==> src/core/tbr_map.vh <==
// Purpose: Offsets, field positions, reset values and widths of the 10BASE-T options and self-test registers.
// Assumes: Register addresses are the 5-bit management register numbers.
// Notes:   Definitions only.
`ifndef TBR_MAP_VH
`define TBR_MAP_VH

// ----------------------------------------------------------------------------
// Register offsets
// ----------------------------------------------------------------------------
`define TBR_ADDR_W              5
`define TBR_DATA_W              16
`define TBR_OFS_RX_OPTIONS      5'h1A
`define TBR_OFS_SELFTEST        5'h1B

// ----------------------------------------------------------------------------
// Receive-options fields
// ----------------------------------------------------------------------------
`define TBR_BIT_LOW_THRESH      13
`define TBR_SQ_MSB              12
`define TBR_SQ_LSB              9
`define TBR_SQ_W                4
`define TBR_BIT_LINK_PULSE_OFF  7
`define TBR_BIT_POL_STATUS      4
`define TBR_BIT_JABBER_OFF      0
`define TBR_RX_OPTIONS_RESET    16'h0000

// ----------------------------------------------------------------------------
// Self-test fields
// ----------------------------------------------------------------------------
`define TBR_ERR_MSB             15
`define TBR_ERR_LSB             8
`define TBR_ERR_W               8
`define TBR_BIT_ERR_CAPTURE     15
`define TBR_ERR_SAT             8'hFF
`define TBR_GAP_MSB             7
`define TBR_GAP_LSB             0
`define TBR_GAP_W               8
`define TBR_GAP_RESET           8'h7D
`define TBR_GAP_SCALE_SHIFT     2
`define TBR_GAP_BYTES_W         10

`endif

==> src/core/tbr_regs.v <==
// Purpose: 10BASE-T receive options and self-test error/gap register pair.
// Assumes: Register strobes and status events come from logic on mclk.
// Notes:   Read data is registered and valid one cycle after the read strobe.
`include "tbr_map.vh"
`timescale 1ns/1ps
`default_nettype none

module tbr_regs (
  // Clock and reset
  input  wire                          mclk,
  input  wire                          rst_n,
  // Register access
  input  wire [`TBR_ADDR_W-1:0]        reg_addr,
  input  wire                          reg_wr,
  input  wire                          reg_rd,
  input  wire [`TBR_DATA_W-1:0]        reg_wdata,
  output reg  [`TBR_DATA_W-1:0]        reg_rdata,
  output reg                           reg_rvalid,
  // Receiver status events and modes
  input  wire                          pol_inverted_evt,
  input  wire                          mode_10bte,
  input  wire                          err_cnt_wrap,
  input  wire                          prbs_err_byte,
  // Receiver and self-test controls
  output reg                           lower_rx_thresh,
  output reg  [`TBR_SQ_W-1:0]          squelch_sel,
  output reg                           link_pulse_tx_off,
  output reg                           jabber_off,
  output reg                           polarity_flag,
  output reg  [`TBR_GAP_W-1:0]         selftest_gap_quads,
  output reg  [`TBR_GAP_BYTES_W-1:0]   selftest_gap_bytes
);

  // ----------------------------------------------------------------------------
  // Decode
  // ----------------------------------------------------------------------------
  wire                    sel_opt = (reg_addr == `TBR_OFS_RX_OPTIONS);
  wire                    sel_bst = (reg_addr == `TBR_OFS_SELFTEST);
  wire                    wr_opt  = reg_wr & sel_opt;
  wire                    wr_bst  = reg_wr & sel_bst;
  wire                    rd_opt  = reg_rd & sel_opt;
  wire                    capture = wr_bst & reg_wdata[`TBR_BIT_ERR_CAPTURE];

  reg                     jabber_bit_reg;
  reg  [`TBR_ERR_W-1:0]   err_run_reg;
  reg  [`TBR_ERR_W-1:0]   err_run_next;
  reg  [`TBR_ERR_W-1:0]   err_hold_reg;
  reg  [`TBR_DATA_W-1:0]  rdata_next;

  // ----------------------------------------------------------------------------
  // Receive-options register
  // ----------------------------------------------------------------------------
  // Only writable fields are stored, so reserved bits cannot hold a value.
  always @(posedge mclk or negedge rst_n) begin
    if (!rst_n) begin
      lower_rx_thresh   <= 1'b0;
      squelch_sel       <= 4'h0;
      link_pulse_tx_off <= 1'b0;
      jabber_bit_reg    <= 1'b0;
    end else if (wr_opt) begin
      lower_rx_thresh   <= reg_wdata[`TBR_BIT_LOW_THRESH];
      squelch_sel       <= reg_wdata[`TBR_SQ_MSB:`TBR_SQ_LSB];
      link_pulse_tx_off <= reg_wdata[`TBR_BIT_LINK_PULSE_OFF];
      jabber_bit_reg    <= reg_wdata[`TBR_BIT_JABBER_OFF];
    end
  end

  // Jabber suppression is gated by the operating mode.
  always @(posedge mclk or negedge rst_n) begin
    if (!rst_n) begin
      jabber_off <= 1'b0;
    end else begin
      jabber_off <= jabber_bit_reg & mode_10bte;
    end
  end

  // ----------------------------------------------------------------------------
  // Polarity flag
  // ----------------------------------------------------------------------------
  // A new detection in the same cycle as the clearing read is kept.
  always @(posedge mclk or negedge rst_n) begin
    if (!rst_n) begin
      polarity_flag <= 1'b0;
    end else if (pol_inverted_evt) begin
      polarity_flag <= 1'b1;
    end else if (rd_opt) begin
      polarity_flag <= 1'b0;
    end
  end

  // ----------------------------------------------------------------------------
  // Self-test error counter and gap
  // ----------------------------------------------------------------------------
  always @* begin
    err_run_next = err_run_reg;
    if (capture) begin
      err_run_next = 8'h00;
    end else if (prbs_err_byte) begin
      if (err_cnt_wrap || (err_run_reg != `TBR_ERR_SAT)) begin
        err_run_next = err_run_reg + 8'h01;
      end else begin
        err_run_next = `TBR_ERR_SAT;
      end
    end
  end

  // An error byte arriving with the capture write is dropped: it falls between
  // the captured window and the new one, a trade for a single-cycle capture.
  always @(posedge mclk or negedge rst_n) begin
    if (!rst_n) begin
      err_run_reg  <= 8'h00;
      err_hold_reg <= 8'h00;
    end else begin
      err_run_reg <= err_run_next;
      if (capture) begin
        err_hold_reg <= err_run_reg;
      end
    end
  end

  always @(posedge mclk or negedge rst_n) begin
    if (!rst_n) begin
      selftest_gap_quads <= `TBR_GAP_RESET;
      selftest_gap_bytes <= {`TBR_GAP_RESET, 2'b00};
    end else if (wr_bst) begin
      selftest_gap_quads <= reg_wdata[`TBR_GAP_MSB:`TBR_GAP_LSB];
      selftest_gap_bytes <= {reg_wdata[`TBR_GAP_MSB:`TBR_GAP_LSB], 2'b00};
    end
  end

  // ----------------------------------------------------------------------------
  // Read path
  // ----------------------------------------------------------------------------
  always @* begin
    rdata_next = 16'h0000;
    if (sel_opt) begin
      rdata_next[`TBR_BIT_LOW_THRESH]           = lower_rx_thresh;
      rdata_next[`TBR_SQ_MSB:`TBR_SQ_LSB]       = squelch_sel;
      rdata_next[`TBR_BIT_LINK_PULSE_OFF]       = link_pulse_tx_off;
      rdata_next[`TBR_BIT_POL_STATUS]           = polarity_flag;
      rdata_next[`TBR_BIT_JABBER_OFF]           = jabber_bit_reg;
    end else if (sel_bst) begin
      rdata_next[`TBR_ERR_MSB:`TBR_ERR_LSB]     = err_hold_reg;
      rdata_next[`TBR_GAP_MSB:`TBR_GAP_LSB]     = selftest_gap_quads;
    end
  end

  always @(posedge mclk or negedge rst_n) begin
    if (!rst_n) begin
      reg_rdata  <= 16'h0000;
      reg_rvalid <= 1'b0;
    end else begin
      reg_rvalid <= reg_rd;
      if (reg_rd) begin
        reg_rdata <= rdata_next;
      end
    end
  end

endmodule

`default_nettype wire

==> config.mk <==
export PLATFORM = sky130hd
export DESIGN_NAME = tbr_regs
export DESIGN_NICKNAME = d
export VERILOG_FILES = /design/src/core/tbr_regs.v
export VERILOG_INCLUDE_DIRS = /design/src /design/src/core
export SDC_FILE = /design/constraint.sdc
export NUM_CORES = 1
export LEC_CHECK = 0
export BUFFER_PORTS_ARGS = -buffer_cell sky130_fd_sc_hd__buf_2
export CORE_UTILIZATION = 50
export CTS_CLUSTER_DIAMETER = 50
export DETAILED_ROUTE_END_ITERATION = 10
export GPL_ROUTABILITY_DRIVEN = 0
export MAX_ROUTING_LAYER = met4
export PLACE_DENSITY = 0.82
export SYNTH_ARGS = -nofsm -noshare
export SYNTH_HDL_FRONTEND = slang
export SYNTH_SLANG_ARGS = --single-unit
export TNS_END_PERCENT = 5
==> constraint.sdc <==
create_clock -name mclk -period 2.2 [get_ports mclk]
set_clock_uncertainty 0.15 [all_clocks]
set_input_delay 0.22 -clock mclk [delete_from_list [all_inputs] [get_ports mclk]]
set_output_delay 0.22 -clock mclk [all_outputs]
set_load 0.01 [all_outputs]
==> results by stage <==
STA:
- Counting I/O delays and the setup requirement, the final critical path takes around 1.7 ns.
- Setup repair after global routing left no endpoint under its margin.
- The number of pins with negative max-slew slack in the final report is 0.
- The ratio of final minimum period to clock period is 77.9%.
- For this run, the top clock speed supported by timing is ~580 MHz.
- Setup violations remaining at the end of the flow were counted as 0.
- The accumulated negative setup slack is 0 ns.
- For the pin with the worst max-slew slack, the measured transition is 0.591 ns.
- The remaining max-slew budget at the tightest pin is 60.6%.
- The final number of hold-violating endpoints was 0.

Floorplanning:
- The area enclosed by the die boundary is between 0.004 and 0.005 mm².
- From left edge to right edge, the die measures 68.7 µm.
- The number of ports placed on the die boundary is approximately 70.
- In this run the standard cell core region covers 0.00414 mm².
- The initial utilization of the core area, before any placement, comes to 53.7%.
- The floorplan has 23 rows.
- From bottom edge to top edge, the die measures 68.7 µm.

Synthesis:
- The count of synthesis-stage warnings from yosys is 0.
- The synthesized netlist occupies a cell area of approximately 0.0022 mm².
- The basic-gate share of the synthesized area counting and, or, nand and nor cells is ~8%.
- The number of distinct library cells after synthesis is 37.
- The share of synthesized area occupied by flip-flops and latches is 56.5%.
- After technology mapping, the gate count stands at 166.
- The area share of xor/xnor cells in the synthesized design is 0%.
- The average instance in the mapped netlist occupies 13.4 µm².
- After synthesis, the share of flip-flops with an asynchronous set or reset is 100%.
- Measured against the total synthesized area, the mux share comes to 16.6%.
- The area share of fa/ha/maj cells after synthesis is less than 1%.
- The dominant register cell in the synthesized netlist is dfrtp_1.
- The synthesized design contains 0 enable-type register cells.
- The largest family of logic cells by synthesized area is multiplexers.
- Synthesis inferred 50 register bits.
- The fraction of the mapped netlist area in compound gates is between 10% and 20%.

Cells and area:
- The register with the most flip-flops in the layout has 16 of them.
- The post-layout instance area is between 0.002 and 0.003 mm².
- The number of antenna diodes is 0.
- The most common cell after layout, fill and taps aside is buf_2.
- The area added between synthesis and finish is 23.6%.
- The most flop-heavy register is reg_rdata.
- The top cell types in the final layout, fill and taps aside, are buf_2 (67), dfrtp_1 (44), mux2_2 (15).
- The fraction of final layout cells sized beyond drive strength 1 is between 40% and 50%.
- The final-stage net count is approximately 270.

Place:
- The count of buffers added on input and output ports is 67.
- The instance area at placement is between 0.002 and 0.003 mm².
- Detailed placement finished with a half-perimeter wire length of approximately 3.0 mm.

Critical path:
- Measured in cells, the most critical reg-to-reg path has a length of 4.
- The critical path is of the reg2reg type.
- Data arrives at the worst endpoint at 1.72 ns.
- The first element of the critical path is err_run_reg[0].
- Of all nets on the critical path, the largest fanout is 6.
- The worst register-to-register path begins at err_run_reg[0].
- In this run the critical register-to-register path is captured at err_run_reg[5].
- The worst setup path is launched from a flip-flop.
- The worst reg-to-reg setup slack is between 0.4 and 0.5 ns.
- The kind of end point of the critical path is a flip-flop.
- The required time of the critical path is 2.20 ns.
- The worst setup path endpoint is err_run_reg[5].

Global route:
- The largest net degree at the start of global routing is 51.
- Global routing used between 20% and 30% of the available tracks.
- The leftover overflow at the end of global routing is 0.
- The global-route wire length before repair is 6.77 mm.
- The number of global-route vias before repair is roughly 1400.
- The initial antenna violation count is 0.

Drt:
- The total number of vias is around 1600.
- The detailed-routing iteration count for the pre-antenna-repair pass is 4.
- The total routed wirelength is 4.37 mm.
- In the routed layout, each cell is associated on average with a via count of 5.52.
- In the routed design, unresolved DRC markers number 0.
- The violation count after the first detailed-route iteration is ~100.
- The remaining antenna violation count is 0.
- In the final routed layout, each cell accounts on average for 15.2 µm.

Clocking:
- The clock tree from TritonCTS is built.
- The root buffer selected by CTS is clkbuf_8.
- In this run, post-CTS repair resized a total of 0 instances.
- The H-tree was split into 2 levels.
- The clock drives 50 sinks.
- The TritonCTS buffer count is 5.
- After clock tree synthesis, the clock-pin slew on the worst setup and hold paths is 0.09 ns.
- The clock latency on the worst-skew pair is 0.30 ns.
- The clock passes through at most 2 buffers.

Pwr:
- The worst-case IR drop observed on VDD is between 0.3 and 0.4 mV.
- Overall power consumption after layout is estimated at 2.37 mW.
- The total power density per cell area is between 800 and 900 mW/mm².
- The standby leakage power is 1.43 nW.

Hold path:
- The class of the most critical hold timing path is in2reg.

Flow run:
- The number of violations of the max-capacitance limit is 0.

Status:
- The flow ran to the end, and the final reports show no timing, DRC or antenna violations.
[layout make-up]
| cell class | count | area [µm²] |
|---|---|---|
| fill | 290 | 1390 |
| clock inverter | 3 | 40.0 |
| inverter | 4 | 15.0 |
| sequential | 50 | 1260 |
| timing repair buffer | 82 | 478 |
| multi-input combinational | 94 | 830 |
| clock buffer | 5 | 68.8 |
| tap | 50 | 62.6 |
[power by group]
group	internal, mW	switching, mW	total (mW)
registers	1.09	0.166	1.25
logic	0.262	0.236	0.498
clock network	0.335	0.282	0.617
[through the flow]
step	hold WS (ns)	util (%)	setup WS [ns]	instances
CTS	0.000309	65.9	0.484	286
global route	0.00366	66.4	0.371	288
finish	0.0122	66.4	0.486	288
floorplan	-0.226	-	0.614	167
global placement	0.200	60.9	0.342	268
detailed placement	0.208	60.9	0.333	268
[worst max-delay path: stages (launching register included)]
cell and delay (ns):
dfrtp_1 0.44, ha_1 0.28, and4b_1 0.30, nor4bb_1 0.32, nor3_1 0.09
[kinds of logic (layout without fill, tap and decap cells)]
group,Yosys count,after routing
flops,50,50
fa+ha+maj,1,1
buf+inv,23,94
mux,31,31
other cells,1,2
simple gates,26,26
compound gates,34,34
[routing by layer]
metal	wire length [µm]	vias up	global-route usage, %
li1	-	742	-
met1	1950	793	25.6
met2	2160	51	33.1
met3	223	4	4.93
met4	39	0	7.40
met5	0	-	-
[cell usage after synthesis (all sizes together), types with 2 or more instances]
| library cell | number | area (µm²) |
|---|---|---|
| clkbuf | 3 | 11.3 |
| dfrtp | 44 | 1100 |
| a31oi | 2 | 12.5 |
| nand2 | 5 | 18.8 |
| nor3 | 5 | 41.3 |
| mux2 | 23 | 289 |
| inv | 4 | 15.0 |
| nor2 | 2 | 7.51 |
| dfstp | 6 | 158 |
| and4 | 2 | 17.5 |
| buf | 16 | 116 |
| o2bb2ai | 8 | 70.1 |
| mux2i | 8 | 80.1 |
| a22o | 8 | 70.1 |
| a211oi | 6 | 45.0 |
| a21oi | 7 | 35.0 |
| nand4 | 2 | 12.5 |
[worst min path at each step]
| stage | startpoint | cells past startpoint | slack [ns] | to |
|---|---|---|---|---|
| 2_1_floorplan | rst_n | 0 | -0.23 | err_hold_reg[0] |
| 3_5_place_dp | rst_n | 2 | 0.21 | jabber_off |
| 5_1_grt | reg_wdata[11] | 2 | 0.004 | squelch_sel[2] |
| 3_3_place_gp | rst_n | 2 | 0.20 | jabber_off |
| 4_1_cts | reg_wdata[12] | 2 | 0.0003 | squelch_sel[3] |
| 6_report | reg_wdata[6] | 2 | 0.01 | selftest_gap_quads[6] |
[timing repair]
item | 4_1_cts | 5_1_grt
hold buffers | 10 | 2
buffers inserted | 0 | 0
endpoints found under the setup margin | 0 | 0
endpoints found under the hold margin | 53 | 2
(Power assumes the default switching activity.)
